===== config.mk =====
export PLATFORM = sky130hd
export DESIGN_NAME = ppge_core
export DESIGN_NICKNAME = d
export VERILOG_FILES = /design/src/core/ppge_pkg.sv /design/src/core/ppge_core.sv
export SDC_FILE = /design/constraint.sdc
export NUM_CORES = 1
export LEC_CHECK = 0
export BUFFER_PORTS_ARGS = -buffer_cell sky130_fd_sc_hd__buf_2
export CAP_MARGIN = 20
export CORE_MARGIN = 3
export CORE_UTILIZATION = 56
export DETAILED_ROUTE_END_ITERATION = 8
export HOLD_SLACK_MARGIN = 0.15
export PLACE_DENSITY = 0.8
export SLEW_MARGIN = 20
export SYNTH_ARGS = -nofsm -noshare
export SYNTH_HDL_FRONTEND = slang
export SYNTH_SLANG_ARGS = --single-unit

===== constraint.sdc =====
create_clock -name ref_clk -period 8.83 [get_ports ref_clk]
set_input_delay 2.649 -clock ref_clk [delete_from_list [all_inputs] [get_ports ref_clk]]
set_output_delay 2.649 -clock ref_clk [all_outputs]
set_load 0.03 [all_outputs]

===== src/core/ppge_pkg.sv =====
/*
  Package for the proximity pairing and gesture entry block: register map,
  field positions, reset values, carrier structs and the sleep state enum.
  Assumes a register access port driven by the serial slave on ref_clk.
*/
package ppge_pkg;

  localparam int          DATA_W            = 8;
  localparam int          ADDR_W            = 8;

  // Register byte addresses
  localparam logic [7:0]  PROX_RESULT_ADDR  = 8'h9c;
  localparam logic [7:0]  DL_OFFSET_ADDR    = 8'h9e;
  localparam logic [7:0]  PD_SELECT_ADDR    = 8'h9f;
  localparam logic [7:0]  GEST_ENTRY_ADDR   = 8'ha0;

  // Field positions in the photodiode selection register
  localparam int          PAIR_GAIN_COMP_BIT = 5;
  localparam int          SLEEP_AFTER_IRQ_BIT = 4;
  localparam int          MASK_UP_BIT        = 3;
  localparam int          MASK_DOWN_BIT      = 2;
  localparam int          MASK_LEFT_BIT      = 1;
  localparam int          MASK_RIGHT_BIT     = 0;
  localparam logic [7:0]  PD_SELECT_WMASK    = 8'h3f;

  // Sign and magnitude layout of the offset
  localparam int          OFFSET_SIGN_BIT    = 7;

  // Reset values
  localparam logic [7:0]  DL_OFFSET_RST      = 8'h00;
  localparam logic [7:0]  PD_SELECT_RST      = 8'h00;
  localparam logic [7:0]  GEST_ENTRY_RST     = 8'h00;
  localparam logic [7:0]  PROX_RESULT_RST    = 8'h00;
  localparam logic [7:0]  UNMAPPED_READ      = 8'h00;

  // Pair arithmetic limits
  localparam logic [9:0]  PAIR_MAX           = 10'h1fe;
  localparam logic [7:0]  RESULT_MAX         = 8'hff;

  typedef struct packed {
    logic [ADDR_W-1:0] addr;
    logic [DATA_W-1:0] wdata;
    logic              wr;
    logic              rd;
  } ppge_reg_req_s;

  typedef struct packed {
    logic [DATA_W-1:0] up;
    logic [DATA_W-1:0] down;
    logic [DATA_W-1:0] left;
    logic [DATA_W-1:0] right;
    logic              valid;
  } ppge_diodes_s;

  typedef enum logic [0:0] {
    PPGE_ACTIVE,
    PPGE_LOW_POWER
  } ppge_sleep_e;

endpackage : ppge_pkg


===== src/core/ppge_core.sv =====
/*
  Proximity pairing, down/left offset correction, gain compensation,
  sleep after interrupt and gesture entry decision.
  Assumes register requests, diode samples and sequencer events all come
  from logic on ref_clk, so no synchronisers are needed.
*/
// Function
// - Up and right diodes form one pair, down and left the other pair.
// - Eight bit offset corrects crosstalk on the down/left pair sum.
// - Offset is sign and magnitude: bit 7 sign, bits 6:0 magnitude.
// - Gain compensation doubles proximity signal, 127 full scale becomes 255.
// - With sleep enabled, interrupt asserted at decision point enters low power unless the host clears it in that same cycle.
// - Low power ends only when host clears the pending interrupt.
// - Mask bits 3..0 disable up, down, left, right diodes when set.
// - Proximity result compared against gesture entry threshold to start gesture.
// - One result meeting threshold suffices, no persistence count applied.
// - Proximity result is unsigned eight bits, readable at its own address.
`timescale 1ns/100ps
module ppge_core
  import ppge_pkg::*;
#(
  parameter int RES_W = DATA_W
) (
  input  wire logic              ref_clk,
  input  wire logic              reset_n,
  input  wire ppge_reg_req_s     reg_req,
  output logic [DATA_W-1:0]      rd_data_r,
  input  wire ppge_diodes_s      diodes,
  input  wire logic              irq_asserted,
  input  wire logic              sleep_decision,
  input  wire logic              irq_clear,
  output logic [RES_W-1:0]       proximity_result_r,
  output logic                   result_valid_r,
  output logic                   gesture_start_r,
  output logic                   low_power_r
);

  // Elaboration checks on what the datapath can serve
  if (RES_W != DATA_W) begin : g_res_w_check
    $error("ppge_core supports only RES_W equal to DATA_W");
  end
  if (DATA_W != 8) begin : g_data_w_check
    $error("ppge_core datapath is built for eight bit samples");
  end

  logic [DATA_W-1:0] down_left_offset_r;
  logic [DATA_W-1:0] photodiode_selection_r;
  logic [DATA_W-1:0] gesture_entry_level_r;
  ppge_sleep_e       sleep_state_r;
  ppge_sleep_e       sleep_state_nxt;

  logic              mask_up_diode;
  logic              mask_down_diode;
  logic              mask_left_diode;
  logic              mask_right_diode;
  logic              pair_gain_comp;
  logic              sleep_after_irq;

  // Diodes indexed by their mask bit position
  localparam int     DIODE_N = 4;
  logic [DATA_W-1:0] diode_raw  [DIODE_N];
  logic [DIODE_N-1:0] diode_mask;
  logic [9:0]        diode_val  [DIODE_N];

  logic [9:0]        pair_ur;
  logic [10:0]       pair_dl_raw;
  logic [10:0]       dl_magnitude;
  logic [10:0]       pair_dl_sum;
  logic [9:0]        pair_dl;
  logic [10:0]       pair_total;
  logic [10:0]       scaled;
  logic [RES_W-1:0]  proximity_nxt;

  function automatic logic [9:0] masked_diode(input logic [DATA_W-1:0] value, input logic mask);
    masked_diode = mask ? 10'h000 : {2'b00, value};
  endfunction : masked_diode

  function automatic logic addr_hit(input ppge_reg_req_s req, input logic [7:0] addr);
    addr_hit = (req.addr == addr);
  endfunction : addr_hit

  assign mask_up_diode    = photodiode_selection_r[MASK_UP_BIT];
  assign mask_down_diode  = photodiode_selection_r[MASK_DOWN_BIT];
  assign mask_left_diode  = photodiode_selection_r[MASK_LEFT_BIT];
  assign mask_right_diode = photodiode_selection_r[MASK_RIGHT_BIT];
  assign pair_gain_comp   = photodiode_selection_r[PAIR_GAIN_COMP_BIT];
  assign sleep_after_irq  = photodiode_selection_r[SLEEP_AFTER_IRQ_BIT];

  // Masked diode values
  assign diode_raw[MASK_UP_BIT]    = diodes.up;
  assign diode_raw[MASK_DOWN_BIT]  = diodes.down;
  assign diode_raw[MASK_LEFT_BIT]  = diodes.left;
  assign diode_raw[MASK_RIGHT_BIT] = diodes.right;
  assign diode_mask = {mask_up_diode, mask_down_diode, mask_left_diode, mask_right_diode};

  for (genvar g = 0; g < DIODE_N; g++) begin : g_diode_mask
    assign diode_val[g] = masked_diode(diode_raw[g], diode_mask[g]);
  end

  // Pair sums
  always_comb begin
    pair_ur = diode_val[MASK_UP_BIT] + diode_val[MASK_RIGHT_BIT];
    pair_dl_raw = {1'b0, diode_val[MASK_DOWN_BIT]}
                + {1'b0, diode_val[MASK_LEFT_BIT]};
  end

  // Signed offset correction on the down/left pair, clamped to the pair range
  always_comb begin
    dl_magnitude = {4'h0, down_left_offset_r[OFFSET_SIGN_BIT-1:0]};
    if (down_left_offset_r[OFFSET_SIGN_BIT]) begin
      pair_dl_sum = pair_dl_raw + dl_magnitude;
    end else if (pair_dl_raw > dl_magnitude) begin
      pair_dl_sum = pair_dl_raw - dl_magnitude;
    end else begin
      pair_dl_sum = 11'h000;
    end
    if (pair_dl_sum > {1'b0, PAIR_MAX}) begin
      pair_dl = PAIR_MAX;
    end else begin
      pair_dl = pair_dl_sum[9:0];
    end
  end

  // Combine pairs, half scale per pair, optional gain of two
  always_comb begin
    pair_total = {1'b0, pair_ur} + {1'b0, pair_dl};
    if (pair_gain_comp) begin
      scaled = {1'b0, pair_total[10:1]};
    end else begin
      scaled = {2'b00, pair_total[10:2]};
    end
    if (scaled > {3'b000, RESULT_MAX}) begin
      proximity_nxt = RESULT_MAX;
    end else begin
      proximity_nxt = scaled[RES_W-1:0];
    end
  end

  // Configuration registers
  always_ff @(posedge ref_clk or negedge reset_n) begin
    if (!reset_n) begin
      down_left_offset_r     <= DL_OFFSET_RST;
      photodiode_selection_r <= PD_SELECT_RST;
      gesture_entry_level_r  <= GEST_ENTRY_RST;
    end else if (reg_req.wr) begin
      if (addr_hit(reg_req, DL_OFFSET_ADDR)) begin
        down_left_offset_r <= reg_req.wdata;
      end
      if (addr_hit(reg_req, PD_SELECT_ADDR)) begin
        photodiode_selection_r <= reg_req.wdata & PD_SELECT_WMASK;
      end
      if (addr_hit(reg_req, GEST_ENTRY_ADDR)) begin
        gesture_entry_level_r <= reg_req.wdata;
      end
    end
  end

  // Read data
  always_ff @(posedge ref_clk or negedge reset_n) begin
    if (!reset_n) begin
      rd_data_r <= UNMAPPED_READ;
    end else if (reg_req.rd) begin
      case (reg_req.addr)
        PROX_RESULT_ADDR: rd_data_r <= proximity_result_r;
        DL_OFFSET_ADDR:   rd_data_r <= down_left_offset_r;
        PD_SELECT_ADDR:   rd_data_r <= photodiode_selection_r;
        GEST_ENTRY_ADDR:  rd_data_r <= gesture_entry_level_r;
        default:          rd_data_r <= UNMAPPED_READ;
      endcase
    end
  end

  // Proximity result capture
  always_ff @(posedge ref_clk or negedge reset_n) begin
    if (!reset_n) begin
      proximity_result_r <= PROX_RESULT_RST;
      result_valid_r     <= 1'b0;
    end else begin
      result_valid_r <= diodes.valid;
      if (diodes.valid) begin
        proximity_result_r <= proximity_nxt;
      end
    end
  end

  // Gesture entry decision on every single new result
  always_ff @(posedge ref_clk or negedge reset_n) begin
    if (!reset_n) begin
      gesture_start_r <= 1'b0;
    end else begin
      gesture_start_r <= diodes.valid && (proximity_nxt >= gesture_entry_level_r);
    end
  end

  // Sleep after interrupt
  always_comb begin
    sleep_state_nxt = sleep_state_r;
    case (sleep_state_r)
      PPGE_ACTIVE: begin
        if (sleep_after_irq && irq_asserted && sleep_decision && !irq_clear) begin
          sleep_state_nxt = PPGE_LOW_POWER;
        end
      end
      PPGE_LOW_POWER: begin
        if (irq_clear) begin
          sleep_state_nxt = PPGE_ACTIVE;
        end
      end
      default: sleep_state_nxt = PPGE_ACTIVE;
    endcase
  end

  always_ff @(posedge ref_clk or negedge reset_n) begin
    if (!reset_n) begin
      sleep_state_r <= PPGE_ACTIVE;
      low_power_r   <= 1'b0;
    end else begin
      sleep_state_r <= sleep_state_nxt;
      low_power_r   <= (sleep_state_nxt == PPGE_LOW_POWER);
    end
  end

endmodule : ppge_core


Yosys cells after proc, flatten, opt, wreduce, memory -nomap -nowiden
Cells that the tools add are included.

word-level totals
  logic and storage cells = 43
  register bits after elaboration = 41
  output and inout bits = 19
  input bits = 56

operators by class
  reductions and logical operators = 8
  magnitude comparators = 4
  bitwise gates (word level) = 1
  equality and inequality tests = 4
  multiplexer cells = 13
  $add $sub $neg = 5

operators with widths
  operator                                                                number
  8-bit 2-to-1 mux                                                        5
  8-bit == test (second input constant)                                   4
  8-bit case mux with 4 select lines                                      1
  11-bit 2-to-1 mux                                                       2
  10-bit 2-to-1 mux                                                       2
  8-bit by 8-bit adder with 9-bit output                                  2
  9-bit by 10-bit adder with 11-bit output                                1
  11-bit by 8-bit > comparator with 1-bit output (second input constant)  1
  11-bit by 9-bit > comparator with 1-bit output (second input constant)  1
  9-bit by 7-bit adder with 10-bit output                                 1
  9-bit by 7-bit subtractor with 10-bit output                            1
  9-bit by 7-bit > comparator with 1-bit output                           1
  8-bit >= comparator                                                     1
  2-bit AND reduction                                                     3
  1-bit logical AND                                                       4
  1-bit 2-to-1 mux                                                        2
  1-bit case mux with 2 select lines                                      1
  1-bit zero test                                                         1
  1-bit NOT                                                               1

Depth between registers and ports, before layout
  depth after elaboration = 13
  depth in mapped cells = 34
  mapped depth without buffers = 34

Worst setup path after synthesis
OpenSTA, ideal clock, no wires.

  path type = input port to flip-flop
  from = in diodes[17] (netlist name)
  to = reg gesture_start_r
  arrival time = 8.612 ns
  stages on the path = 33
  library setup time = 0.123 ns
  required time = 8.707 ns
  setup slack = 0.094 ns
  path buffers = 0
  cells stage by stage = nor2b_1 ha_1 inv_1 fa_1 nor2b_1 o31a_1 o21a_1 nor2_1 xnor2_1 ha_1 or4_1 o221ai_2 nand3_4 a2bb2oi_2 nand2_1 fa_1 ha_1 inv_1 fa_1 nor2b_1 o21ai_0 a21boi_1 o311ai_1 a21oi_1 o31ai_1 ha_1 nand2b_1 a21o_1 a21oi_1 nor2b_1 o21ai_0 a21o_1 a21oi_1

between the ends
  cells in the longest elaborated chain, start to end = 13
  elaborated cells between the ends (all ways) = 15
  classes of those cells = add/sub: 4; order compare: 4; mux: 6; reduce/logical: 1

ends and longest elaborated chain
  element                                                                                                        RTL line                            RTL
  from (decl)                                                                                                    ppge_core.sv:28                     input wire ppge_diodes_s diodes,
  8-bit 2-to-1 mux (*)                                                                                           ppge_core.sv:75                     masked_diode = mask ? 10'h000 : {2'b00, value};
  8-bit by 8-bit adder with 9-bit output (*)                                                                     ppge_core.sv:104                    + {1'b0, diode_val[MASK_LEFT_BIT]};
  9-bit by 7-bit subtractor with 10-bit output or 9-bit by 7-bit > comparator with 1-bit output (tied branches)  ppge_core.sv:113, ppge_core.sv:112
  11-bit 2-to-1 mux                                                                                              ppge_core.sv:112                    end else if (pair_dl_raw > dl_magnitude) begin
  11-bit 2-to-1 mux (*)                                                                                          ppge_core.sv:110                    if (down_left_offset_r[OFFSET_SIGN_BIT]) begin
  11-bit by 9-bit > comparator with 1-bit output                                                                 ppge_core.sv:117                    if (pair_dl_sum > {1'b0, PAIR_MAX}) begin
  10-bit 2-to-1 mux (*)                                                                                          ppge_core.sv:117
  9-bit by 10-bit adder with 11-bit output (*)                                                                   ppge_core.sv:126                    pair_total = {1'b0, pair_ur} + {1'b0, pair_dl};
  10-bit 2-to-1 mux (*)                                                                                          ppge_core.sv:127                    if (pair_gain_comp) begin
  11-bit by 8-bit > comparator with 1-bit output                                                                 ppge_core.sv:132                    if (scaled > {3'b000, RESULT_MAX}) begin
  8-bit 2-to-1 mux (*)                                                                                           ppge_core.sv:132
  8-bit >= comparator (*)                                                                                        ppge_core.sv:191                    gesture_start_r <= diodes.valid && (proximity_nxt >= gesture_entry_level_r);
  1-bit logical AND (*)                                                                                          ppge_core.sv:191
  to (signal assigned)                                                                                           ppge_core.sv:191
  to (decl)                                                                                                      ppge_core.sv:34                     output logic gesture_start_r,

Every way passes the cells marked *; elsewhere a longest branch is shown, timed or not.
A chain may end at the register's enable or synchronous reset.

Final worst setup path
Ends and elaborated chain as after synthesis.

==> summary.md <==
| Metric | Value |
|---|---|
| Site row count | 30 |
| Hold_ws | around 520 ps |
| Yosys warning count | 0 |
| Peak VDD IR | around 0.25 mV |
| Mux share of post-synthesis cell area | 8.18% |
| WP data required | between 9000 and 10000 ps |
| Sequential fraction of the synthesis area | between 20% and 30% |
| Avg WL per Cell | 16.4 um |
| FMAX | about 0.12 GHz |
| Max Slew Vio Count | 0 |
| Dominant cells by area after synthesis | dfrtp_1 25%, ha_1 12%, fa_1 5.4%, inv_1 5.1%, mux2_1 4.4% |
| Clock Skew | 9.17 ps |
| Commonest non-fill, non-tap cell in the layout | buf_2 |
| Fill cells | between 500 and 600 |
| Pwr per Cell Area | 242 nW/um^2 |
| First-pass detailed-route iteration total | 6 |
| Area grow syn2layout | 18.4% |
| Most frequent cells in the layout | 74 x buf_2, 55 x inv_1, 41 x dfrtp_1 |
| Leak | ~0.0023 uW |
| Core Box Area | just under 7000 um^2 |
| Initial Util | 58.8% |
| Clock Latency Late Sink | roughly 300 ps |
| Total grt overflow | 0 |
| Number of port buffers | 74 |
| Main combinational cell family by area after synthesis | compound AO/OA/AOI/OAI gates |
| CP max FO | 6 |
| GPL Wtd Cong | just over 0.9 |
| Worst Tran Pin Value | about 900 ps |
| Syn Area/Cell | around 9 um^2 |
| Detailed Place HPWL | between 8 and 9 mm |
| CTS sink cnt | a little over 40 |
| CTS Buf Count | 5 |
| Synth area leader | dfrtp_1 |
| Synth cell types | ~70 |
| Crit. End Element | register |
| Post-Synth XOR/XNOR Area | around 3.6% |
| DRC viols | 0 |
| Finished Layout Cells | roughly 630 |
| Post-synth EDFFs | 0 |
| Vias | about 3700 |
| Share of cells above drive strength 1 | around 28% |
| Clock buffer depth | 2 |
| TNS Setup | 0 ps |
| Post-synthesis simple-gate area fraction | 17.1% |
| Number of hold violations in the final report | 0 |
| Hold_buf cts | 0 |
| Final setup fails | 0 |
| Crit-path max cell delay | ~480 ps |
| Die Footprint | approximately 8400 um^2 |
| Iter 0 DRT Violations | 146 |
| # placed instances | 619 |
| Min Tclk post-route | 8420 ps |
| Die Y-Extent | just over 90 um |
| Drt via density | 5.88 |
| WP data arrival | 8610 ps |
| Setup crit start kind | input port |
| Clk root buf | clkbuf_8 |
| Max Cap Viol | 0 |
| Total GRT Usage | roughly a quarter |
| Slew headroom | 40.1% |
| Htree depth | 2 |
| Synthesized netlist cell count | 445 |
| Outcome | completed |
| Crit share post-route | ~95% |
| Slowest cell on the critical path | fa_1 |
| IO Pins | 75 |
| NumNets Final | 639 |
| Post-Synthesis Cell Area | approximately 4100 um^2 |
| Width of the die | roughly 90 um |
| Post-synth top area share | between 20% and 30% |
| First-pass GRT wire length | 17.0 mm |
| Net Count, Synth | 552 |
| Synthesized flop and latch total | 41 |
| ANT nets after route | 0 |
| Hold Crit Class | reg2reg |
| CTS tree | yes |
| Drt total wl | 10.3 mm |
| FFs w/ async S/R, synth | 100% |
| CTS clk-pin slew, worst paths | 90 ps |
| Synth Flop Type | dfrtp_1 |
| Largest net degree at the start of global routing | 42 |
| Vias in the first global route | 3714 |
| Critical path class | in2reg |
| Post-synthesis adder-cell area fraction | around 18% |
| Initial antenna violation count | 0 |
| # diodes | 0 |
| Compound-Gate Fraction of Synth Area | a little over a fifth |
[path summary, 6_finish.rpt]
kind / startpoint / end / slack [ps] / cells past startpoint
setup / recovery: diodes[17] / gesture_start_r / 410 / 35
hold / removal: sleep_state_r / sleep_state_r / 520 / 2
setup reg to reg: photodiode_selection_r[2] / gesture_start_r / 2240 / 31
hold reg to reg: sleep_state_r / sleep_state_r / 520 / 2
max in group asynchronous: reset_n / down_left_offset_r[3] / 5790 / 1
min in group asynchronous: reset_n / proximity_result_r[4] / 2470 / 1
[worst max-delay path: cells and delay by family]
family	cells	cell delay, ps
adders and majority gates	6	1800
buffers and inverters	6	620
and+or+nand+nor	8	980
AOI/OAI and AO/OA	15	2520
[cells in the mapped netlist, types with 11 or more instances]
cell type and number:
a21oi_1 26, dfrtp_1 41, fa_1 11, ha_1 40, inv_1 55, mux2_1 16, mux2_2 11, nand2b_1 19
nor2_1 35, nor2b_1 26, o21ai_0 17, xnor2_1 15
[repair_timing]
item,4_1_cts,5_1_grt
setup endpoints to repair,0,1
buffers inserted,0,2
gates resized for setup,0,22
[state kept, by name, indices dropped and copies added, names as in the netlist]
| signal | flops |
|---|---|
| gesture_entry_level_r | 8 |
| photodiode_selection_r | 6 |
| proximity_result_r | 8 |
| rd_data_r | 8 |
| result_valid_r | 1 |
| gesture_start_r | 1 |
| down_left_offset_r | 8 |
| sleep_state_r | 1 |
[cell families after synthesis]
family                   after synthesis
AND/OR/NAND/NOR                      117
adder cells (fa/ha/maj)               51
buffers and inverters                 67
XOR/XNOR                              17
multiplexers                          30
flip-flops                            41
AO/OA/AOI/OAI                        122
[stage by stage]
stage	setup slack (ps)	power (uW)	cell area (um^2)	util, %
floorplan	94.5	760	4080	-
global placement	87.8	934	4630	66.7
detailed placement	-133	962	4630	66.7
CTS	129	1090	4720	67.9
global route	-36.1	1270	4830	69.6
finish	415	1170	4830	69.6
[power breakdown]
group	total, uW	switching, uW	internal [uW]
registers	246	31.3	215
clock network	124	69.4	54.6
logic	799	458	341
[final cells by class]
| type | instances | area [um^2] | area share, % |
|---|---|---|---|
| Clock buffer | 5 | 68.8 | 1.42 |
| Tap cell | 96 | 120 | 2.49 |
| Timing Repair Buffer | 89 | 483 | 9.99 |
| Sequential cell | 41 | 1030 | 21.2 |
| Multi-Input combinational cell | 337 | 2900 | 60.0 |
| Clock inverter | 3 | 17.5 | 0.362 |
| Inverter | 58 | 218 | 4.50 |
[per-layer routing]
layer	track usage (%)	up-vias	share of wire, %
met5	0	-	0
met4	6.66	0	1.9
met3	2.57	21	4.0
met2	44.4	117	53
met1	30.8	1804	42
li1	-	1754	-
Note: power is estimated with default switching activity, not from simulation.
